==> config.mk <==
export PLATFORM = sky130hd
export DESIGN_NAME = flexible_operand_datapath
export DESIGN_NICKNAME = d
export VERILOG_FILES = /design/src/logic/operand_pkg.sv /design/src/logic/flexible_operand_datapath.sv
export VERILOG_INCLUDE_DIRS = /design/src /design/src/logic
export SDC_FILE = /design/constraint.sdc
export NUM_CORES = 2
export LEC_CHECK = 0
export BUFFER_PORTS_ARGS = -buffer_cell sky130_fd_sc_hd__clkbuf_2
export CAP_MARGIN = 15
export CORE_ASPECT_RATIO = 1.25
export CORE_MARGIN = 1.5
export CORE_UTILIZATION = 59
export CTS_CLUSTER_DIAMETER = 30
export DETAILED_ROUTE_END_ITERATION = 10
export GPL_TIMING_DRIVEN = 0
export PLACE_DENSITY = 0.85
export SLEW_MARGIN = 20
export SYNTH_ARGS = -nofsm -noshare
export SYNTH_HDL_FRONTEND = slang
export SYNTH_SLANG_ARGS = --single-unit
export TNS_END_PERCENT = 20
==> constraint.sdc <==
create_clock -name clock -period 12.52 [get_ports clock]
set_input_delay 1.878 -clock clock [delete_from_list [all_inputs] [get_ports clock]]
set_output_delay 1.878 -clock clock [all_outputs]
set_load 0.05 [all_outputs]
==> src/logic/operand_cfg.svh <==
// Purpose: Constants for the flexible operand datapath
// Assumes: Included by bare name from the package and the datapath
// Notes:   Definitions only
`ifndef OPERAND_CFG_SVH
`define OPERAND_CFG_SVH

`define WORD_W        32
`define IMM_ROT_MAX   5'h18
`define IMM_BYTE_MAX  32'h000000FF
`define ADDR_STEP     32'h00000004
`define WORD_ZERO     32'h00000000
`define CARRY_RST     1'b0

`endif

==> src/logic/operand_pkg.sv <==
// Purpose: Types for the flexible operand datapath
// Assumes: operand_cfg.svh defines the word width
// Notes:   Request and result travel as packed structs
`include "operand_cfg.svh"

package operand_pkg;

  typedef enum logic [3:0] {
    OP_IDLE,
    OP_OPERAND,
    OP_MUL_LONG,
    OP_MAC_LONG,
    OP_SXT_BYTE,
    OP_SXT_HALF,
    OP_UFIELD,
    OP_SFIELD,
    OP_STORE_ASC,
    OP_STORE_DESC
  } op_t;

  typedef enum logic [1:0] {
    IMM_SHIFTED,
    IMM_REP_EVEN,
    IMM_REP_ODD,
    IMM_REP_ALL
  } imm_kind_t;

  typedef enum logic [2:0] {
    SH_LSL,
    SH_LSR,
    SH_ASR,
    SH_ROR,
    SH_RRX
  } shift_kind_t;

  typedef struct packed {
    logic                 valid;
    op_t                  op;
    logic                 set_flags;
    logic                 is_signed;
    logic                 use_imm;
    imm_kind_t            imm_kind;
    logic [7:0]           imm_byte;
    logic [4:0]           imm_rot;
    shift_kind_t          shift_kind;
    logic [5:0]           shift_len;
    logic [`WORD_W-1:0]   src_a;
    logic [`WORD_W-1:0]   src_b;
    logic [`WORD_W-1:0]   acc_lo;
    logic [`WORD_W-1:0]   acc_hi;
    logic [4:0]           field_lsb;
    logic [5:0]           field_width;
    logic [1:0]           rot_bytes;
    logic [4:0]           reg_count;
    logic                 writeback;
  } req_t;

  typedef struct packed {
    logic                 done;
    logic [`WORD_W-1:0]   value;
    logic [`WORD_W-1:0]   result_low_word;
    logic [`WORD_W-1:0]   result_high_word;
    logic                 long_we;
    logic                 carry_we;
    logic                 carry_out;
    logic [`WORD_W-1:0]   base_next;
    logic                 base_we;
  } rsp_t;

endpackage : operand_pkg

==> src/logic/flexible_operand_datapath.sv <==
// Purpose: Second-operand former, long multiply, extend, field and
//          block-store address slice of the core datapath
// Assumes: Request comes from decode on the same clock; carry_in is
//          the current carry flag held by the status logic
// Notes:   All arithmetic is one combinational stage, registered once;
//          held words stay until the next op that writes them
// How it works
// - Immediate: 8-bit value shifted left, staying inside the word.
// - Immediate: byte replicated in bytes 0/2, 1/3, or all four.
// - Flag-setting logic ops: shifted constant above 255 gives carry bit 31.
// - Any other immediate form leaves the carry untouched.
// - Shifts: right 1..32, left and rotate 1..31, rotate through carry.
// - No shift or left shift zero passes the source unchanged.
// - Shifted value used once; source register never written.
// - Flag-setting ops with shifted register take the shifter carry.
// - Long multiply gives a full 64-bit product, signed or unsigned.
// - Long multiply-accumulate adds product to the 64-bit pair.
// - Sign extend byte or halfword after optional byte rotate; no flags.
// - Field extract by lsb and width, zero or sign extended; no flags.
// - Block store ascending or descending, optional base writeback.
// - Arithmetic right shift fills with the source sign bit.
// - Rotate through carry puts old carry in bit 31, bit 0 out.
// - Shift length zero shifts nothing and leaves the carry; rotate through carry ignores the length.
// - Updated carry is the last bit shifted out.
`timescale 1ns/1ps
`default_nettype none
`include "operand_cfg.svh"

module flexible_operand_datapath #(
  parameter int WORD_W = `WORD_W
) (
  input  wire logic              clock,
  input  wire logic              nrst,
  input  wire operand_pkg::req_t req,
  input  wire logic              carry_in,
  output var  operand_pkg::rsp_t rsp
);

  // Expanded immediate and its carry
  logic [31:0] imm_value;
  logic        imm_carry_we;
  logic        imm_carry;

  // Shifted register operand and its carry
  logic [31:0] sh_value;
  logic        sh_carry_we;
  logic        sh_carry;

  // Other datapath results
  logic [63:0] long_value;
  logic [31:0] ext_value;
  logic [31:0] field_value;
  logic [31:0] store_start;
  logic [31:0] store_next;

  // Registered response
  operand_pkg::rsp_t rsp_ff;
  operand_pkg::rsp_t nxt_rsp;

  // Immediate expansion
  always_comb begin
    logic [4:0] rot;

    // Defaults: zero value, carry kept
    rot          = req.imm_rot;
    imm_value    = `WORD_ZERO;
    imm_carry_we = 1'b0;
    imm_carry    = carry_in;

    unique case (req.imm_kind)
      operand_pkg::IMM_SHIFTED: begin
        // Clamp so the byte never leaves the word
        if (rot > `IMM_ROT_MAX) begin
          rot = `IMM_ROT_MAX;                  // Keep byte in word
        end
        imm_value = {24'h000000, req.imm_byte} << rot;
        // Only a shifted byte above 255 moves the carry
        if (imm_value > `IMM_BYTE_MAX) begin
          imm_carry_we = 1'b1;
          imm_carry    = imm_value[31];
        end
      end
      operand_pkg::IMM_REP_EVEN: begin
        imm_value = {8'h00, req.imm_byte, 8'h00, req.imm_byte};
      end
      operand_pkg::IMM_REP_ODD: begin
        imm_value = {req.imm_byte, 8'h00, req.imm_byte, 8'h00};
      end
      operand_pkg::IMM_REP_ALL: begin
        imm_value = {4{req.imm_byte}};
      end
    endcase
  end

  // Register-operand barrel shifter; source is only read
  always_comb begin
    logic [32:0] wide;
    logic [63:0] twice;
    logic [5:0]  n;

    // Defaults: source passes untouched, carry kept
    n           = req.shift_len;
    wide        = 33'h000000000;
    twice       = 64'h0000000000000000;
    sh_value    = req.src_b;
    sh_carry_we = 1'b0;
    sh_carry    = carry_in;

    // One-bit rotate through the old carry
    if (req.shift_kind == operand_pkg::SH_RRX) begin
      sh_value    = {carry_in, req.src_b[31:1]};
      sh_carry_we = 1'b1;
      sh_carry    = req.src_b[0];
    end else if (n != 6'h00) begin
      // Any real shift writes the carry
      sh_carry_we = 1'b1;
      unique case (req.shift_kind)
        // Extra top bit catches the last bit out
        operand_pkg::SH_LSL: begin
          wide     = {1'b0, req.src_b} << n;
          sh_value = wide[31:0];
          sh_carry = wide[32];
        end
        // Guard bit below catches the last bit out
        operand_pkg::SH_LSR: begin
          wide     = {req.src_b, 1'b0} >> n;
          sh_value = wide[32:1];
          sh_carry = wide[0];
        end
        // Sign bit fills from the top
        operand_pkg::SH_ASR: begin
          wide     = 33'($signed({req.src_b, 1'b0}) >>> n);
          sh_value = wide[32:1];
          sh_carry = wide[0];
        end
        // Doubled word turns the shift into a rotate
        operand_pkg::SH_ROR: begin
          twice    = {req.src_b, req.src_b} >> n[4:0];
          sh_value = twice[31:0];
          sh_carry = twice[31];
        end
        default: begin
          sh_carry_we = 1'b0;
        end
      endcase
    end
  end

  // Long multiply and multiply-accumulate
  always_comb begin
    logic signed [65:0] prod;
    logic               ext_a;
    logic               ext_b;

    // Two guard bits let one signed multiplier serve both forms
    ext_a = req.is_signed & req.src_a[31];
    ext_b = req.is_signed & req.src_b[31];
    prod  = $signed({ext_a, ext_a, req.src_a}) *
            $signed({ext_b, ext_b, req.src_b});
    long_value = prod[63:0];

    // Accumulate wraps modulo the 64-bit pair
    if (req.op == operand_pkg::OP_MAC_LONG) begin
      long_value = prod[63:0] + {req.acc_hi, req.acc_lo};
    end
  end

  // Sign extension after byte rotate
  always_comb begin
    logic [63:0] twice;

    // Rotate right by whole bytes, then extend
    twice = {req.src_b, req.src_b} >> {req.rot_bytes, 3'h0};

    // Halfword or byte, sign bit copied up
    if (req.op == operand_pkg::OP_SXT_HALF) begin
      ext_value = {{16{twice[15]}}, twice[15:0]};
    end else begin
      ext_value = {{24{twice[7]}}, twice[7:0]};
    end
  end

  // Bit-field extraction by left then right shift
  always_comb begin
    logic [6:0]  top;
    logic [6:0]  left;
    logic [6:0]  right;
    logic        bad;
    logic [31:0] up;

    // Top edge of the field and the two shift counts
    top   = 7'(req.field_lsb) + 7'(req.field_width);
    left  = 7'h20 - top;
    right = 7'h20 - 7'(req.field_width);
    // Out of range yields zero, for the signed form too
    bad   = (top > 7'h20) || (req.field_width == 6'h00);
    if (bad) begin
      left  = 7'h00;
      right = 7'h00;
    end
    // Left shift drops bits above, right shift aligns
    up = req.src_b << left;
    if (bad) begin
      up = 32'h00000000;
    end
    if (req.op == operand_pkg::OP_SFIELD) begin
      field_value = 32'($signed(up) >>> right);
    end else begin
      field_value = up >> right;
    end
  end

  // Block-store addressing
  always_comb begin
    logic [31:0] span;

    // Bytes covered by the register list
    span = 32'(req.reg_count) * `ADDR_STEP;

    // Descending starts below the base; ascending at it
    if (req.op == operand_pkg::OP_STORE_DESC) begin
      store_start = req.src_a - span;
      store_next  = req.src_a - span;
    end else begin
      store_start = req.src_a;
      store_next  = req.src_a + span;
    end
  end

  // Response selection; all of the above settles in this cycle
  always_comb begin
    // Pulses default low; held words keep their value
    nxt_rsp                  = '0;
    nxt_rsp.result_low_word  = rsp_ff.result_low_word;
    nxt_rsp.result_high_word = rsp_ff.result_high_word;
    nxt_rsp.carry_out        = carry_in;       // Carry passes unless written
    nxt_rsp.base_next        = rsp_ff.base_next;

    if (req.valid) begin
      nxt_rsp.done = 1'b1;
      unique case (req.op)
        operand_pkg::OP_IDLE: begin
          nxt_rsp.done = 1'b0;
        end
        // Immediate or shifted register operand
        operand_pkg::OP_OPERAND: begin
          if (req.use_imm) begin
            nxt_rsp.value     = imm_value;
            nxt_rsp.carry_we  = req.set_flags & imm_carry_we;
            nxt_rsp.carry_out = imm_carry;
          end else begin
            nxt_rsp.value     = sh_value;
            nxt_rsp.carry_we  = req.set_flags & sh_carry_we;
            nxt_rsp.carry_out = sh_carry;
          end
        end
        // Both long forms write the word pair
        operand_pkg::OP_MUL_LONG,
        operand_pkg::OP_MAC_LONG: begin
          nxt_rsp.long_we          = 1'b1;
          nxt_rsp.result_low_word  = long_value[31:0];
          nxt_rsp.result_high_word = long_value[63:32];
        end
        // Extends never touch the carry
        operand_pkg::OP_SXT_BYTE,
        operand_pkg::OP_SXT_HALF: begin
          nxt_rsp.value = ext_value;
        end
        // Field extracts never touch the carry
        operand_pkg::OP_UFIELD,
        operand_pkg::OP_SFIELD: begin
          nxt_rsp.value = field_value;
        end
        // First address and new base
        operand_pkg::OP_STORE_ASC,
        operand_pkg::OP_STORE_DESC: begin
          nxt_rsp.value     = store_start;
          nxt_rsp.base_next = store_next;
          nxt_rsp.base_we   = req.writeback;
        end
        default: begin
          nxt_rsp.done = 1'b0;                 // Illegal op code ignored
        end
      endcase
    end
  end

  // Response register
  always_ff @(posedge clock) begin
    if (!nrst) begin
      // Reset clears every answer field
      rsp_ff           <= '0;
      rsp_ff.carry_out <= `CARRY_RST;
    end else begin
      // Register the selected answer
      rsp_ff <= nxt_rsp;
    end
  end

  // Output straight from the register
  assign rsp = rsp_ff;

endmodule : flexible_operand_datapath

`default_nettype wire

==> impl_metrics.toml, run 1 <==
[clocking]
clock-sinks = 133
ctsHoldBuffers = 0
h-tree-depth = 4
cts_buffers = 17
cts_root_buf = "clkbuf_16"
clockBufferDepth = 2

[floorplan]
initial_core_util = 0.596
die_x_um = 290
die_h_um = 362
io-pin-count = 315
row_count = 131

[synthesis]
async_reset_ff_frac = 0
syn_inst = 7552
synth-edff-count = 0
ys_seq_area_frac = 0.0437
syn_area_per_cell_um2 = 8.07
synth_ff_type = "dfxtp_1"
yosysWarnings = 0
synth_area_um2 = 60900
syn_nets = 9159
synth-seq-cells = 133
synth.distinct_cells = 113

[run_status]
error = "[ERROR GRT-0232] Routing congestion too high. Check the congestion heatmap in the GUI."
stop_stage = "5_1_grt"
outcome = "did not finish"

[placed_design]
pre_cts_ws_ps = -3400
dp_hpwl_mm = 255
gp_congestion = 1.17
io_buffer_count = 294

[sta]
grt_worst_setup_endpoint = "rsp[60]$_SDFFE_PN0P_/D"
worst-ep-kind = "register input"

[grt]
track_usage = 0.694
overflow = 35
grt_max_degree = 25
antenna_found_initial = 72
## stage by stage
| step | cell area [µm²] | cells |
|---|---|---|
| CTS | 65300 | 9190 |
| detailed placement | 64200 | 9181 |
| global placement | 64100 | 9176 |
| floorplan | 60900 | 7552 |
## cells in the mapped netlist, drive strengths merged, types with 16 or more instances
cell / n / area (µm²)
a2111oi: 24 / 231
a211oi: 101 / 813
a21boi: 18 / 135
a21o: 88 / 661
a21oi: 388 / 1950
a221oi: 21 / 190
a22oi: 33 / 263
a311oi: 33 / 302
a31oi: 84 / 526
a32oi: 18 / 158
and2: 397 / 2480
and3: 54 / 338
buf: 87 / 432
clkbuf: 462 / 1730
dfxtp: 133 / 2660
fa: 1129 / 22600
ha: 296 / 3700
inv: 1146 / 4300
mux2i: 102 / 1040
mux4: 70 / 1580
nand2: 1124 / 4220
nand2b: 24 / 158
nand3: 111 / 556
nand4: 28 / 175
nor2: 443 / 1670
nor2b: 26 / 163
nor3: 118 / 627
nor4: 29 / 200
o2111ai: 18 / 158
o211ai: 78 / 601
o21a: 28 / 210
o21ai: 294 / 1490
o21bai: 28 / 214
o221ai: 46 / 409
o22ai: 49 / 307
o311ai: 16 / 140
o31ai: 28 / 215
or2: 25 / 156
or3: 21 / 131
xnor2: 124 / 1090
xor2: 55 / 489
## repair_timing
item	in CTS
endpoints found under the setup margin	31
setup buffers	2
pin swaps	7
resized for setup	200
## metal layers
| layer | overflow | global-route usage |
|---|---|---|
| met4 | 15 | 0.710 |
| met3 | 0 | 0.495 |
| met2 | 19 | 0.918 |
| met5 | 0 | 0.186 |
| met1 | 1 | 0.670 |
## cell families after synthesis
| logic type | Yosys count | share of synthesized area |
|---|---|---|
| muxes | 182 | 0.0449 |
| adders and majority gates | 1425 | 0.432 |
| xor gates and xnor gates | 179 | 0.0259 |
| and+or+nand+nor | 2438 | 0.184 |
| AOI/OAI and AO/OA | 1497 | 0.164 |
| buffers and inverters | 1698 | 0.106 |
| DFF | 133 | 0.0437 |
==> run 2: changes to the inputs <==
--- a/config.mk
+++ b/config.mk
@@ -8,13 +8,11 @@
 export LEC_CHECK = 0
 export BUFFER_PORTS_ARGS = -buffer_cell sky130_fd_sc_hd__clkbuf_2
 export CAP_MARGIN = 15
-export CORE_ASPECT_RATIO = 1.25
 export CORE_MARGIN = 1.5
-export CORE_UTILIZATION = 59
-export CTS_CLUSTER_DIAMETER = 30
+export CORE_UTILIZATION = 40
 export DETAILED_ROUTE_END_ITERATION = 10
 export GPL_TIMING_DRIVEN = 0
-export PLACE_DENSITY = 0.85
+export PLACE_DENSITY_LB_ADDON = 0.15
 export SLEW_MARGIN = 20
 export SYNTH_ARGS = -nofsm -noshare
 export SYNTH_HDL_FRONTEND = slang
==> constraint.sdc (replaced) <==
create_clock -name clock -period 16.3 [get_ports clock]
set_input_delay 2.445 -clock clock [delete_from_list [all_inputs] [get_ports clock]]
set_output_delay 2.445 -clock clock [all_outputs]
set_load 0.05 [all_outputs]
==> run 2 against run 1 <==
The flow now finishes without violations; area after synthesis did not move; synthesized cell count did not move.
==> impl_metrics.toml, run 2 <==
[run_status]
outcome = "finished clean"

[clocking]
clkTransAtPathRegs_ps = 80
cts_root_buf = "clkbuf_16"
h-tree-depth = 4
clockBufferDepth = 2
cts_setup_buffers = 0
clock-sinks = 133
cts_tree = "done"
cts_buffers = 17
insertion_delay_ps = 560

[synthesis]
synth_ff_type = "dfxtp_1"
syn_nets = 9159
syn_inst = 7552
ys_top_cells_by_count = "1144 x inv_1, 1129 x fa_1, 1122 x nand2_1"
synth_area_um2 = 60900
synth-seq-cells = 133
synth.distinct_cells = 113
synthAdderAreaFrac = 0.432
synth_xor_area_frac = 0.0259
async_reset_ff_frac = 0
synth_compound_area_frac = 0.164
synth.area.top_cells = "fa_1 37%, inv_1 7.0%, nand2_1 6.9%"
yosysMostFrequentCell = "inv_1"
synthSimpleGateAreaFrac = 0.184
synth-edff-count = 0
syn_area_per_cell_um2 = 8.07
yosys.area.top_type_share = 0.371
post-synth-top-area-cell = "fa_1"
synthMuxAreaShare = 0.0449
ys_seq_area_frac = 0.0437
yosysWarnings = 0
synth_top_family_by_area = "adder cells"

[critical_path]
critPathMaxFanout = 10
ff2ff_setup_slack_ps = 15360
rr_endpoint = "rsp[29]$_SDFFE_PN0P_"
critPathCaptureType = "register"
slowest_delay_ps = 800
r2r_cells = 2
start_kind = "input port"
worstPathRequired_ps = 16790
cpMostUsedCell = "fa_1"
reg2reg_from = "rsp[29]$_SDFFE_PN0P_"
slowest_stage = "buf_1"
path_class = "in2reg"
crit_arrival_ps = 16300

[grt]
antenna_found_initial = 35
grt_max_degree = 25
grt_pass1_vias = 59540
track_usage = 0.410
overflow = 0
grt_first_pass_wirelength_mm = 447

[finish]
layout_common_cells = "1144 x inv_1, 1128 x fa_1, 1122 x nand2_1"
final_common_cell = "inv_1"
fin_nets = 9480
largest_reg_flops = 133
synthToLayoutAreaGrowth_pct = 8.01
fin_util = 0.434
fillers = 15884
drive_gt1_frac = 0.0739

[worst_hold_path]
hold_end = "rsp[7]$_SDFFE_PN0P_"
hp-start = "rsp[7]$_SDFFE_PN0P_"
min_path_type = "reg2reg"
hold_depth = 2

[sta]
slew_headroom = 0.120
finalCritPeriodShare = 0.970
worstMarginPinSlew_ps = 1320
grt_setup_unrepaired = "no"
max_freq_mhz = 63.2
finalMaxSlewViolations = 0
fin_worst_skew_ps = 0
setup_tns_ps = 0
setup_viol = 0
period_minus_slack_ps = 15810
hold_viol = 0

[floorplan]
die_h_um = 393
dieArea_um2 = 155000
core_area_um2 = 152000
initial_core_util = 0.402
die_x_um = 393
io-pin-count = 315
row_count = 143

[drt]
ant_nets = 0
routedWlPerCell_um = 32.0
drt_iter0_markers = 7747
drc_errors = 0
viasPerCell = 6.18
totalWireLength_mm = 318
drt_first_pass_iters = 9
vias = 61388

[placed_design]
io_buffer_count = 294
gp_congestion = 1.07
dp_hpwl_mm = 271

[flow_run]
drv_cap = 0
-- run 2: cell counts after synthesis --
Identical to the previous run, type by type.
-- run 2: kinds of logic (layout without fill, tap and decap cells) --
logic type	after synthesis	after routing
xor+xnor	179	179
compound gates	1497	1497
simple gates	2438	2438
buf+inv	1698	2032
other cells	0	19
mux	182	182
flops	133	133
fa+ha+maj	1425	1425
-- run 2: how the worst max path moves through the flow --
stage	from	endpoint	slack (ps)
2_1_floorplan	req[89]	rsp[65]$_SDFFE_PN0P_	3580
3_3_place_gp	req[90]	rsp[65]$_SDFFE_PN0P_	-670
3_5_place_dp	req[90]	rsp[65]$_SDFFE_PN0P_	290
4_1_cts	req[90]	rsp[65]$_SDFFE_PN0P_	810
5_1_grt	req[114]	rsp[65]$_SDFFE_PN0P_	370
6_report	req[114]	rsp[65]$_SDFFE_PN0P_	490
-- run 2: metal layers --
layer / GRT usage / part of all wire / up-vias
li1: - / - / 25297
met1: 0.559 / 0.40 / 31312
met2: 0.592 / 0.42 / 4044
met3: 0.121 / 0.12 / 713
met4: 0.198 / 0.056 / 22
met5: 0.00128 / 0.00061 / -
-- run 2: final cells by class --
cell class / count / area, µm² / area share
well taps: 2030 / 2540 / 0.0386
flip-flops and latches: 133 / 2660 / 0.0405
inverters: 1149 / 4310 / 0.0655
clock inverters: 15 / 191 / 0.00291
clock buffers: 17 / 425 / 0.00646
multi-input cells: 5721 / 51800 / 0.788
diodes: 19 / 47.5 / 0.000723
repair buffers: 302 / 1600 / 0.0242
plain buffers: 549 / 2200 / 0.0335
-- run 2: critical path: cells and delay by family --
kind | cells | cell delay (ps)
adders and majority gates | 10 | 4540
AOI/OAI and AO/OA | 13 | 3890
buffers and inverters | 8 | 3730
and+or+nand+nor | 6 | 1250
xor gates and xnor gates | 2 | 390
-- run 2: repair_timing --
action,4_1_cts,5_1_grt
endpoints found under the setup margin,0,1
hold buffers,0,0
resized for setup,0,4
-- run 2: through the flow --
step	cell area (µm²)	setup WS [ps]	hold slack (ps)	cells
global placement	64900	-667	443	9876
global route	65800	371	476	9922
CTS	65700	813	458	9914
floorplan	60900	3580	671	7552
finish	65800	489	455	9935
detailed placement	65100	286	448	9882
Power of run 2 is not shown: default switching activity piles up to over one toggle a cycle in this logic, so the estimate is an artifact.
